$ cat config.mk
export PLATFORM = sky130hd
export DESIGN_NAME = epsm_top
export DESIGN_NICKNAME = d
export VERILOG_FILES = /design/src/shared/epsm_pkg.sv /design/src/shared/epsm_tmr_if.sv /design/src/rtl/epsm_pulse_timer.sv /design/src/rtl/epsm_top.sv
export SDC_FILE = /design/constraint.sdc
export NUM_CORES = 1
export LEC_CHECK = 0
export BUFFER_PORTS_ARGS = -buffer_cell sky130_fd_sc_hd__buf_2
export CAP_MARGIN = 5
export CORE_UTILIZATION = 35
export DETAILED_ROUTE_END_ITERATION = 10
export GPL_ROUTABILITY_DRIVEN = 0
export PLACE_DENSITY = 0.6
export SLEW_MARGIN = 20
export SYNTH_ARGS = -nofsm -noshare
export SYNTH_HDL_FRONTEND = slang
export SYNTH_SLANG_ARGS = --single-unit
$ cat constraint.sdc
create_clock -name sys_clk -period 2 [get_ports sys_clk]
set_input_delay 0.4 -clock sys_clk [delete_from_list [all_inputs] [get_ports sys_clk]]
set_output_delay 0.4 -clock sys_clk [all_outputs]
set_load 0.01 [all_outputs]
$ cat src/shared/epsm_pkg.sv
// Constants, register map and state type of the power state manager
package epsm_pkg;
  // Clock rate and timing
  localparam int CLK_PERIOD_NS = 4;
  localparam int WAKE_PULSE_MS = 50;
  localparam int WAKE_PULSE_CYC = WAKE_PULSE_MS * 1000000 / CLK_PERIOD_NS;
  localparam int PULSE_W = 24;
  localparam int SETTLE_NS = 1000;
  localparam int SETTLE_CYC = (SETTLE_NS + CLK_PERIOD_NS - 1) / CLK_PERIOD_NS;
  localparam int SETTLE_W = 9;
  localparam logic [SETTLE_W-1:0] SETTLE_LAST = SETTLE_W'(SETTLE_CYC - 1);

  // Register byte addresses
  localparam logic [7:0] ADDR_PMC = 8'h00;
  localparam logic [7:0] ADDR_INT = 8'h04;
  localparam logic [7:0] ADDR_TEST = 8'h08;
  localparam logic [7:0] ADDR_PHY = 8'h0c;

  // Fixed readback of the test register, arbitrary value
  localparam logic [31:0] TEST_PATTERN = 32'h1234_5678;

  // power_mgmt_control fields
  localparam int PMC_READY = 0;
  localparam int PMC_PSS = 1;
  localparam int PMC_WAKEUP_SOURCE_STATUS = 3;
  localparam int PMC_PIN_EN = 5;
  localparam int PMC_WAKE_FRAME_ENABLE = 6;
  localparam int PMC_ENERGY_WAKE_ENABLE = 7;
  localparam int PMC_PULSE_SEL = 8;

  // interrupt_status_reg fields
  localparam int INT_WAKE = 0;
  localparam int INT_EON = 1;

  // PHY power control fields
  localparam int PHY_GPD = 0;
  localparam int PHY_EPD = 1;
  localparam int PHY_EON_IEN = 2;

  // Field encodings
  localparam logic [1:0] PSS_NORMAL = 2'h0;
  localparam logic [1:0] PSS_LIGHT = 2'h1;
  localparam logic [1:0] PSS_DEEP = 2'h2;
  localparam logic [1:0] WAKEUP_SOURCE_STATUS_NONE = 2'h0;
  localparam logic [1:0] WAKEUP_SOURCE_STATUS_ENERGY = 2'h1;
  localparam logic [1:0] WAKEUP_SOURCE_STATUS_FRAME = 2'h2;

  // Power states, one-hot
  typedef enum logic [3:0] {
    ST_NORMAL = 4'h1,
    ST_LIGHT = 4'h2,
    ST_DEEP = 4'h4,
    ST_RESUME = 4'h8
  } epsm_state_t;
endpackage : epsm_pkg

$ cat src/shared/epsm_tmr_if.sv
// Handshake between the manager and its wake pulse timer
interface epsm_tmr_if;
  logic start;
  logic abort;
  logic busy;
  modport ctl (output start, output abort, input busy);
  modport tmr (input start, input abort, output busy);
endinterface : epsm_tmr_if

$ cat src/rtl/epsm_pulse_timer.sv
// Fixed-length pulse timer for the wake pin
module epsm_pulse_timer #(
  parameter int unsigned CYC = epsm_pkg::WAKE_PULSE_CYC
) (
  // Clock and reset
  input wire logic sys_clk,
  input wire logic rst_b,
  // Control from the manager
  epsm_tmr_if.tmr tmr
);
  logic [epsm_pkg::PULSE_W-1:0] cnt_r;
  logic [epsm_pkg::PULSE_W-1:0] cnt_nxt;
  logic busy_r;
  logic busy_nxt;

  // Next count: abort wins, start loads, else count down
  always_comb begin
    cnt_nxt = cnt_r;
    busy_nxt = busy_r;
    if (tmr.abort) begin
      busy_nxt = 1'b0;
      cnt_nxt = '0;
    end else if (tmr.start) begin
      busy_nxt = 1'b1;
      cnt_nxt = epsm_pkg::PULSE_W'(CYC - 1);
    end else if (busy_r) begin
      if (cnt_r == '0) begin
        busy_nxt = 1'b0;
      end else begin
        cnt_nxt = cnt_r - 1'b1;
      end
    end
  end

  // Registers
  always_ff @(posedge sys_clk or negedge rst_b) begin
    if (!rst_b) begin
      cnt_r <= '0;
      busy_r <= 1'b0;
    end else begin
      cnt_r <= cnt_nxt;
      busy_r <= busy_nxt;
    end
  end

  assign tmr.busy = busy_r;
endmodule : epsm_pulse_timer

$ cat src/rtl/epsm_top.sv
// Ethernet power state manager with Wishbone register access
// Behaviour
// In sleep only power_mgmt_control can be read; other registers are hidden.
// Ready flag is clear in either sleep state until back in normal.
// Host reads nothing but power_mgmt_control while ready is clear; the bench reads the test register once in light sleep.
// Host writes only the wake write to the test register while not ready.
// Writes are ignored until the first read after reset or sleep.
// Any test register write in sleep wakes to normal, select back to normal.
// Select value 01 enters light sleep and clears ready.
// Light sleep gates MAC and host clocks; PHY, internal, RX PM keep running.
// Light sleep detects wake frames; detection sets wake source to 10b.
// Light sleep wake drives the wake pin when frame and pin enables set.
// Wake interrupt status sets on any wake event, whatever the pin enable.
// Host sets PHY energy powerdown before choosing deep sleep.
// Select value 10 enters deep sleep, clears ready, gates all clocks.
// Deep sleep carrier with energy and pin enables drives pin, source 01b.
// Host clears PHY energy powerdown only after ready returns.
// Wake status holds while source and enable stand; then write one clears.
// Pulse select gives a 50 ms pin pulse, else a steady level.
// Pin drops when source, matching enable or pin enable is cleared.
// PHY general powerdown holds PHY off; clearing it powers up with reset.
// Energy powerdown without line energy keeps the PHY off and silent.
// Line energy powers PHY up and sets the energy-on flag, may interrupt.
// Ready sets within 2 ms of the wake write.
// Ready sets only once clocks run again and the state is normal.
//
// Implementation choices: the address map and the Wishbone register port.
module epsm_top #(
  parameter int unsigned WAKE_PULSE_CYC = epsm_pkg::WAKE_PULSE_CYC
) (
  // Clock and reset
  input wire logic sys_clk,
  input wire logic rst_b,
  // Wishbone slave
  input wire logic wb_cyc,
  input wire logic wb_stb,
  input wire logic wb_we,
  input wire logic [7:0] wb_adr,
  input wire logic [3:0] wb_sel,
  input wire logic [31:0] wb_dat_w,
  output logic [31:0] wb_dat_r,
  output logic wb_ack,
  // Wake sources
  input wire logic wake_frame_det,
  input wire logic line_energy_present,
  // Power outputs
  output logic wake_pin,
  output logic mac_host_clk_en,
  output logic core_clk_en,
  output logic phy_active,
  output logic phy_reset,
  output logic phy_irq
);
  epsm_tmr_if tmr_if ();

  epsm_pkg::epsm_state_t st_r, st_nxt;
  logic [1:0] pss_r, pss_nxt;
  logic [1:0] wakeup_source_status_r, wakeup_source_status_nxt;
  logic pin_en_r, pin_en_nxt;
  logic wake_frame_enable_r, wake_frame_enable_nxt;
  logic energy_wake_enable_r, energy_wake_enable_nxt;
  logic pulse_sel_r, pulse_sel_nxt;
  logic wint_r, wint_nxt;
  logic eon_r, eon_nxt;
  logic gpd_r, gpd_nxt;
  logic epd_r, epd_nxt;
  logic eon_ien_r, eon_ien_nxt;
  logic read_seen_r, read_seen_nxt;
  logic [epsm_pkg::SETTLE_W-1:0] settle_r, settle_nxt;
  logic ack_r, ack_nxt;
  logic [31:0] dat_r, dat_nxt;
  logic ready_r, ready_nxt;
  logic mhclk_r, mhclk_nxt;
  logic cclk_r, cclk_nxt;
  logic phy_act_r, phy_act_nxt;
  logic phy_rst_r, phy_rst_nxt;
  logic phy_irq_r, phy_irq_nxt;
  logic pin_r, pin_nxt;
  logic src_q_r, start_r, start_nxt;
  logic esync1_r, esync2_r, esync3_r;
  logic req, rd, wr, asleep, wr_ok, wake_wr, pme_src, src_en;

  // Bus decode and wake sources
  assign req = wb_cyc && wb_stb && !ack_r;
  assign rd = req && !wb_we;
  assign wr = req && wb_we;
  assign asleep = (st_r != epsm_pkg::ST_NORMAL);
  assign wr_ok = wr && read_seen_r && !asleep;
  assign wake_wr = wr && (wb_adr == epsm_pkg::ADDR_TEST)
      && (st_r == epsm_pkg::ST_LIGHT || st_r == epsm_pkg::ST_DEEP);
  assign pme_src = (wakeup_source_status_r == epsm_pkg::WAKEUP_SOURCE_STATUS_FRAME && wake_frame_enable_r)
      || (wakeup_source_status_r == epsm_pkg::WAKEUP_SOURCE_STATUS_ENERGY && energy_wake_enable_r);
  assign src_en = pme_src && pin_en_r;
  assign tmr_if.start = start_r;
  assign tmr_if.abort = !src_en;

  // Next values of the state, bus, register-map and PHY reset registers
  always_comb begin
    st_nxt = st_r;
    pss_nxt = pss_r;
    wakeup_source_status_nxt = wakeup_source_status_r;
    pin_en_nxt = pin_en_r;
    wake_frame_enable_nxt = wake_frame_enable_r;
    energy_wake_enable_nxt = energy_wake_enable_r;
    pulse_sel_nxt = pulse_sel_r;
    wint_nxt = wint_r;
    eon_nxt = eon_r;
    gpd_nxt = gpd_r;
    epd_nxt = epd_r;
    eon_ien_nxt = eon_ien_r;
    read_seen_nxt = read_seen_r;
    settle_nxt = settle_r;
    phy_rst_nxt = 1'b0;
    ack_nxt = req;
    dat_nxt = '0;
    // Reads; only the control register answers while asleep
    if (rd) begin
      read_seen_nxt = 1'b1;
      if (wb_adr == epsm_pkg::ADDR_PMC) begin
        dat_nxt[epsm_pkg::PMC_READY] = ready_r;
        dat_nxt[epsm_pkg::PMC_PSS +: 2] = pss_r;
        dat_nxt[epsm_pkg::PMC_WAKEUP_SOURCE_STATUS +: 2] = wakeup_source_status_r;
        dat_nxt[epsm_pkg::PMC_PIN_EN] = pin_en_r;
        dat_nxt[epsm_pkg::PMC_WAKE_FRAME_ENABLE] = wake_frame_enable_r;
        dat_nxt[epsm_pkg::PMC_ENERGY_WAKE_ENABLE] = energy_wake_enable_r;
        dat_nxt[epsm_pkg::PMC_PULSE_SEL] = pulse_sel_r;
      end else if (!asleep) begin
        if (wb_adr == epsm_pkg::ADDR_INT) begin
          dat_nxt[epsm_pkg::INT_WAKE] = wint_r;
          dat_nxt[epsm_pkg::INT_EON] = eon_r;
        end else if (wb_adr == epsm_pkg::ADDR_PHY) begin
          dat_nxt[epsm_pkg::PHY_GPD] = gpd_r;
          dat_nxt[epsm_pkg::PHY_EPD] = epd_r;
          dat_nxt[epsm_pkg::PHY_EON_IEN] = eon_ien_r;
        end else if (wb_adr == epsm_pkg::ADDR_TEST) begin
          dat_nxt = epsm_pkg::TEST_PATTERN;
        end
      end
    end
    // Control register write
    if (wr_ok && wb_adr == epsm_pkg::ADDR_PMC && wb_sel[0]) begin
      if (wb_dat_w[epsm_pkg::PMC_PSS +: 2] == epsm_pkg::PSS_LIGHT) begin
        st_nxt = epsm_pkg::ST_LIGHT;
        pss_nxt = epsm_pkg::PSS_LIGHT;
      end else if (wb_dat_w[epsm_pkg::PMC_PSS +: 2] == epsm_pkg::PSS_DEEP) begin
        st_nxt = epsm_pkg::ST_DEEP;
        pss_nxt = epsm_pkg::PSS_DEEP;
      end
      wakeup_source_status_nxt = wakeup_source_status_r & ~wb_dat_w[epsm_pkg::PMC_WAKEUP_SOURCE_STATUS +: 2];
      pin_en_nxt = wb_dat_w[epsm_pkg::PMC_PIN_EN];
      wake_frame_enable_nxt = wb_dat_w[epsm_pkg::PMC_WAKE_FRAME_ENABLE];
      energy_wake_enable_nxt = wb_dat_w[epsm_pkg::PMC_ENERGY_WAKE_ENABLE];
    end
    if (wr_ok && wb_adr == epsm_pkg::ADDR_PMC && wb_sel[1]) begin
      pulse_sel_nxt = wb_dat_w[epsm_pkg::PMC_PULSE_SEL];
    end
    // Status write-one-to-clear
    if (wr_ok && wb_adr == epsm_pkg::ADDR_INT && wb_sel[0]) begin
      if (wb_dat_w[epsm_pkg::INT_WAKE]) begin
        wint_nxt = 1'b0;
      end
      if (wb_dat_w[epsm_pkg::INT_EON]) begin
        eon_nxt = 1'b0;
      end
    end
    // PHY power control write
    if (wr_ok && wb_adr == epsm_pkg::ADDR_PHY && wb_sel[0]) begin
      gpd_nxt = wb_dat_w[epsm_pkg::PHY_GPD];
      epd_nxt = wb_dat_w[epsm_pkg::PHY_EPD];
      eon_ien_nxt = wb_dat_w[epsm_pkg::PHY_EON_IEN];
      phy_rst_nxt = gpd_r && !wb_dat_w[epsm_pkg::PHY_GPD];
    end
    // Wake write from either sleep state
    if (wake_wr) begin
      st_nxt = epsm_pkg::ST_RESUME;
      pss_nxt = epsm_pkg::PSS_NORMAL;
      read_seen_nxt = 1'b0;
      settle_nxt = '0;
    end
    // Clocks settle before ready returns
    if (st_r == epsm_pkg::ST_RESUME) begin
      if (settle_r == epsm_pkg::SETTLE_LAST) begin
        st_nxt = epsm_pkg::ST_NORMAL;
      end else begin
        settle_nxt = settle_r + 1'b1;
      end
    end
    // Hardware sets win over software clears
    if (st_r == epsm_pkg::ST_LIGHT && wake_frame_det) begin
      wakeup_source_status_nxt = epsm_pkg::WAKEUP_SOURCE_STATUS_FRAME;
    end
    if (st_r == epsm_pkg::ST_DEEP && energy_wake_enable_r && esync2_r) begin
      wakeup_source_status_nxt = epsm_pkg::WAKEUP_SOURCE_STATUS_ENERGY;
    end
    if (pme_src) begin
      wint_nxt = 1'b1;
    end
    if (epd_r && esync2_r && !esync3_r) begin
      eon_nxt = 1'b1;
    end
  end

  // Outputs derived from the next state; pulse start and wake pin from the current one
  always_comb begin
    ready_nxt = (st_nxt == epsm_pkg::ST_NORMAL);
    mhclk_nxt = (st_nxt == epsm_pkg::ST_NORMAL) || (st_nxt == epsm_pkg::ST_RESUME);
    cclk_nxt = (st_nxt != epsm_pkg::ST_DEEP);
    phy_act_nxt = !gpd_nxt && !(epd_nxt && !esync2_r);
    phy_irq_nxt = eon_nxt && eon_ien_nxt;
    start_nxt = src_en && !src_q_r;
    pin_nxt = pulse_sel_r ? (tmr_if.busy && src_en) : src_en;
  end

  // Registers
  always_ff @(posedge sys_clk or negedge rst_b) begin
    if (!rst_b) begin
      st_r <= epsm_pkg::ST_NORMAL;
      pss_r <= epsm_pkg::PSS_NORMAL;
      wakeup_source_status_r <= epsm_pkg::WAKEUP_SOURCE_STATUS_NONE;
      pin_en_r <= 1'b0;
      wake_frame_enable_r <= 1'b0;
      energy_wake_enable_r <= 1'b0;
      pulse_sel_r <= 1'b0;
      wint_r <= 1'b0;
      eon_r <= 1'b0;
      gpd_r <= 1'b0;
      epd_r <= 1'b0;
      eon_ien_r <= 1'b0;
      read_seen_r <= 1'b0;
      settle_r <= '0;
      ack_r <= 1'b0;
      dat_r <= '0;
      ready_r <= 1'b1;
      mhclk_r <= 1'b1;
      cclk_r <= 1'b1;
      phy_act_r <= 1'b1;
      phy_rst_r <= 1'b0;
      phy_irq_r <= 1'b0;
      pin_r <= 1'b0;
      src_q_r <= 1'b0;
      start_r <= 1'b0;
      esync1_r <= 1'b0;
      esync2_r <= 1'b0;
      esync3_r <= 1'b0;
    end else begin
      st_r <= st_nxt;
      pss_r <= pss_nxt;
      wakeup_source_status_r <= wakeup_source_status_nxt;
      pin_en_r <= pin_en_nxt;
      wake_frame_enable_r <= wake_frame_enable_nxt;
      energy_wake_enable_r <= energy_wake_enable_nxt;
      pulse_sel_r <= pulse_sel_nxt;
      wint_r <= wint_nxt;
      eon_r <= eon_nxt;
      gpd_r <= gpd_nxt;
      epd_r <= epd_nxt;
      eon_ien_r <= eon_ien_nxt;
      read_seen_r <= read_seen_nxt;
      settle_r <= settle_nxt;
      ack_r <= ack_nxt;
      dat_r <= dat_nxt;
      ready_r <= ready_nxt;
      mhclk_r <= mhclk_nxt;
      cclk_r <= cclk_nxt;
      phy_act_r <= phy_act_nxt;
      phy_rst_r <= phy_rst_nxt;
      phy_irq_r <= phy_irq_nxt;
      pin_r <= pin_nxt;
      src_q_r <= src_en;
      start_r <= start_nxt;
      esync1_r <= line_energy_present;
      esync2_r <= esync1_r;
      esync3_r <= esync2_r;
    end
  end

  // Wake pin pulse timer
  epsm_pulse_timer #(
    .CYC(WAKE_PULSE_CYC)
  ) u_pulse (
    .sys_clk(sys_clk),
    .rst_b(rst_b),
    .tmr(tmr_if.tmr)
  );

  // Output ports
  assign wb_dat_r = dat_r;
  assign wb_ack = ack_r;
  assign wake_pin = pin_r;
  assign mac_host_clk_en = mhclk_r;
  assign core_clk_en = cclk_r;
  assign phy_active = phy_act_r;
  assign phy_reset = phy_rst_r;
  assign phy_irq = phy_irq_r;
endmodule : epsm_top

Word-level counts from Yosys, hierarchy flattened
Index checks and enable logic that the tools add are counted.

Output and inout port bits: 39. Bits in registers: 97. Input port bits: 51.

Eq/ne operators: 17. Reductions and logical operators: 52. Multiplexer cells: 46. Add/sub/neg operators: 2. Bitwise operators: 2.

Operator list (count): two-way mux 24 bit (4); two-way mux 32 bit (2); two-way mux 9 bit (4); logical AND 1 bit (29); two-way mux 29 bit (1); two-way mux 27 bit (1); two-way mux 26 bit (1); zero test 24 bit (1); two-way mux 4 bit (6); subtractor 24 x 1 -> 24 bit, second input constant (1); two-way mux 23 bit (1); two-way mux 1 bit (17); == test 8 x 4 -> 1 bit, second input constant (2); two-way mux 2 bit (8); adder 9 x 1 -> 9 bit, second input constant (1); == test 9 x 8 -> 1 bit, second input constant (1); zero test 1 bit (9); == test 4 bit, second input constant (2); == test 8 x 3 -> 1 bit, second input constant (1); zero test 8 bit (1); nonzero test 2 bit (4); AND reduction 2 bit (3); nonzero test 3 bit (2); == test 2 x 1 -> 1 bit, second input constant (2); 12 further kinds (15).

Depth between registers and ports, before layout
Depth in word-level cells: 13. Depth in mapped cells: 8. Gate-level depth less buffers: 7.

Cells and area by module
From an unflattened synthesis, not the netlist that was laid out.

Cell total of the unflattened synthesis: 378. Area total of the unflattened synthesis: 3875.0 um^2.

Modules (own cells, without submodules): epsm_top (instances 1, cells an instance 231, area an instance 2489.9 um^2); epsm_pulse_timer (instances 1, cells an instance 147, area an instance 1385.1 um^2).

Least setup slack after synthesis
No wires, ideal clock.

Path type: flip-flop to flip-flop. Start: reg u_pulse.cnt_r[0] (netlist name). End: reg u_pulse.cnt_r[21] (netlist name). Path slack: 94 ps. Setup time: 82 ps. Data required time: 1918 ps. Cell stages (with the launch flop): 9. Data arrival time: 1824 ps. Cell sequence: dfrtp_1 > inv_1 > ha_1 > nor4b_1 > nand4_1 > o21ai_1 > buf_2 > or4_1 > a31oi_1.

Longest elaborated chain between the ends: 5. Elaborated cells on any way between the ends: 8. Those cells by class: add/sub: 1; eq/ne: 1; mux: 4; reduce/logical: 2.

Ends and longest elaborated chain: start, declared (line epsm_pulse_timer.sv:11) `logic [epsm_pkg::PULSE_W-1:0] cnt_r;`; start signal, assigned (line epsm_pulse_timer.sv:41) `cnt_r <= cnt_nxt;`; subtractor 24 x 1 -> 24 bit (line epsm_pulse_timer.sv:30) `cnt_nxt = cnt_r - 1'b1;`; two-way mux 24 bit (line epsm_pulse_timer.sv:27) `if (cnt_r == '0) begin`; two-way mux 24 bit (line epsm_pulse_timer.sv:26) `end else if (busy_r) begin`; two-way mux 24 bit (line epsm_pulse_timer.sv:23) `end else if (tmr.start) begin`; two-way mux 24 bit (line epsm_pulse_timer.sv:20) `if (tmr.abort) begin`.

Parallel ways exist; a longest one is shown, timed or not. The select of a mux whose other input is x is not followed. A chain may end at the register's enable or synchronous reset.

Final worst setup path
Start: reg u_pulse.cnt_r[1] (netlist name). End: reg u_pulse.cnt_r[23] (netlist name).

Same word-level chain as after synthesis.

==> results.toml <==
[power]
combPwrFrac_pct = 4.5
swShare_pct = 22.7
internal_power_mw = 2.27
p_sw_mw = 0.666
finalPower_mw = 2.93
power_leakage_nw = 2.27
power.share.sequential_pct = 52.0
irDropWorstVdd_v = 0.000443
p_per_area_nw_per_um2 = 609
p_clk_share_pct = 43.5

[floorplan]
io_pins = 90
start_util_pct = 36.3
dieWidth_um = 106
core_area_sq_um = 10400
rows = 37
chipHeight_um = 106
dieArea_sq_um = 11200

[cts]
path_clk_slew_ns = 0.08
cts_max_level = 3
root_buffer = "clkbuf_8"
cts_tree = "yes"
numClockSinks = 75
clk_latency_ns = 0.36
cts_made_buffers = 9
cts_buffer_depth = 2

[critical_path]
slowest_stage = "or4_1"
ff2ff_setup_slack_ns = 0.03
timing.rr.start = "u_pulse.cnt_r[1]"
reg2reg_to = "u_pulse.cnt_r[23]"
cp_top_family = "simple AND/OR/NAND/NOR gates"
path_cells = "nor4_2 -> nor2b_2 -> nand3b_2 -> or4_1 -> a31oi_1"
worstSetupStartpointType = "flip-flop"
slowest_delay_ns = 0.51
cp_num_buf_inv = 0
path_max_fanout = 8
startpoint = "u_pulse.cnt_r[1]"
cp.required_ns = 2.28
critPathCaptureType = "flip-flop"
rr_worst_depth = 5
path_class = "flip-flop to flip-flop"
crit_arrival_ns = 2.25

[yosys]
ys_warn_count = 0
synth_common_cells = "dfrtp_1, nor2_1, buf_4, nand2_1, o21ai_0"
synth_async_sr_flop_share_pct = 100
synth.most_common_cell = "dfrtp_1"
synth.distinct_cells = 72
synth_seq_cells = 75
synth_top_area_share_pct = 46.3
yosysSeqAreaShare_pct = 49.8
synthCells = 355
synth_edf_count = 0
yosys-top-cells-area = "dfrtp_1, buf_4, dfstp_2"
synthesis.area_sq_um = 3780
ys.flop_type = "dfrtp_1"
synth.avg_cell_area_sq_um = 10.7
synth_area_leader_cell = "dfrtp_1"

[grt]
grt_pass1_wl_mm = 14.4
grt_util_met2_pct = 25.9
grt_overflow = 0
grt_max_degree = 34
grt_pass1_vias = 2931
use_met1_pct = 22.2
grt_antenna_before_repair = 0
grt.met3_usage_pct = 4.35
track_usage_pct = 16.7
gr-max-usage-layer = "met2"

[sta]
setup_viol = 0
slew_violations = 0
clock_skew_ns = 0.00827
grt_setup_unrepaired = "yes"
slew_headroom_pct = 58.4
worst_pin_slew_ns = 0.620
max_freq_mhz = 507
fin_crit_sh_pct = 98.6
layout_min_cycle_time_ns = 1.97
setup_ws_ns = 0.0284
final-hold-violation-count = 0

[status]
status = "complete, no violations"

[place]
dpl.hpwl_mm = 6.39
placed_area_sq_um = 4330
dp_worst_setup_slack_ns = -0.0509
dp.cells = 560
numPortBuffers = 50

[cells_and_area]
regArea_sq_um = 1890
final_area_sq_um = 4820
multiInputGateArea_sq_um = 1850
nFillCells = 984
drive_gt1_share_pct = 38.9
area_growth_pct = 27.4
antenna_cells = 0
nNetsFinal = 502
fin_cells = 589

[hold_path]
min_path_cells = 1
holdCritStartpoint = "line_energy_present"
min_to = "esync1_r"
hp-class = "primary input to flip-flop"

[drt]
drt_wl_total_mm = 9.10
drcViolationCount = 0
vias_per_cell = 5.21
drt-pass1-iter-count = 4
via_count = 3068
antenna_left = 0
routedWlPerCell_um = 15.4
drt_iter0_markers = 125

[flow_run]
drv_cap = 0
-- timing repair --
item	CTS	global route
resized for setup	3	42
hold buffers	1	0
endpoints found under the hold margin	17	0
endpoints found under the setup margin	3	27
gates cloned	0	2
pin swaps	1	10
buffers inserted	0	10
-- state kept, by name (all words and copies together), names as in the netlist, 2 cells and up --
| register | cells |
|---|---|
| pss_r | 2 |
| wakeup_source_status_r | 2 |
| settle_r | 9 |
| wb_dat_r | 10 |
| st_r | 4 |
| u_pulse.cnt_r | 24 |
-- routing by layer --
layer / part of all wire, % / wire [um]
met4: 1.8 / 160
met3: 4.3 / 392
met5: 0 / 0
met1: 46 / 4200
met2: 48 / 4340
-- cell families after synthesis --
logic type / Yosys count / share of synthesized area [%]
multiplexers: 10 / 3.17
XOR/XNOR: 9 / 2.08
other: 1 / 0.0991
AO/OA/AOI/OAI: 80 / 14.0
AND/OR/NAND/NOR: 138 / 23.1
adder cells (fa/ha/maj): 3 / 0.992
buffers and inverters: 39 / 6.81
flip-flops: 75 / 49.8
-- worst max-delay path by stage --
stage	depth (start not counted)	slack (ns)	end
finish	5	0.03	u_pulse.cnt_r[23]
global route	5	-0.14	u_pulse.cnt_r[23]
CTS	5	-0.02	u_pulse.cnt_r[23]
detailed placement	7	-0.05	ready_r
global placement	6	-0.0008	core_clk_en
floorplan	8	0.09	u_pulse.cnt_r[21]
-- layout make-up --
cell class | count | share of cell area [%]
well taps | 136 | 3.53
repair buffers | 100 | 13.9
clock inverters | 5 | 1.61
multi-input cells | 254 | 38.4
inverters | 8 | 0.623
clock buffers | 11 | 2.73
flip-flops and latches | 75 | 39.2
-- cell usage in the layout (no fill, tap or decap), types with 3 or more instances in the layout --
| cell | Yosys | layout |
|---|---|---|
| a21oi_2 | 1 | 4 |
| conb_1 | 1 | 14 |
| and3_1 | 6 | 6 |
| buf_4 | 22 | 44 |
| a31oi_1 | 15 | 13 |
| buf_2 | 3 | 49 |
| nor2_1 | 24 | 24 |
| or3_4 | 0 | 4 |
| dfrtp_2 | 0 | 4 |
| dfstp_2 | 5 | 5 |
| nand4_1 | 6 | 6 |
| or3_1 | 13 | 9 |
| buf_6 | 2 | 4 |
| inv_1 | 7 | 5 |
| a21oi_1 | 15 | 12 |
| o21ai_1 | 1 | 3 |
| or4_1 | 9 | 8 |
| o31ai_1 | 7 | 7 |
| nand3_1 | 14 | 14 |
| nand2_1 | 19 | 18 |
| nor3_1 | 7 | 6 |
| mux2_2 | 8 | 8 |
| o211ai_1 | 3 | 3 |
| xor2_1 | 7 | 7 |
| o21ai_0 | 16 | 12 |
| dfrtp_1 | 70 | 66 |
| clkbuf_8 | 1 | 9 |
| o21a_1 | 6 | 6 |
-- worst register-to-register path, delay by kind of cell (launching register included) --
family,cells,cell delay [ns]
flip-flops,1,0.43
AND/OR/NAND/NOR,4,1.28
AO/OA/AOI/OAI,1,0.19
-- stage by stage --
stage | setup TNS [ns] | hold WS (ns) | util [%]
after global placement | -0.000813 | 0.337 | 41.6
after floorplan | 0 | 0.104 | -
after global routing | -0.869 | 0.116 | 46.3
final | 0 | 0.141 | 46.3
after CTS | -0.0220 | 0.120 | 43.8
after detailed placement | -0.197 | 0.339 | 41.6
-- power groups by stage --
stage / clock (mW) / combinational [mW] / sequential, mW
6_report: 1.28 / 0.131 / 1.53
5_1_grt: 1.37 / 0.147 / 1.53
4_1_cts: 1.31 / 0.131 / 1.53
3_5_place_dp: 0 / 0.129 / 1.56
3_3_place_gp: 0 / 0.127 / 1.56
2_1_floorplan: 0 / 0.0633 / 1.56
Power figures use the tool's default switching activity.
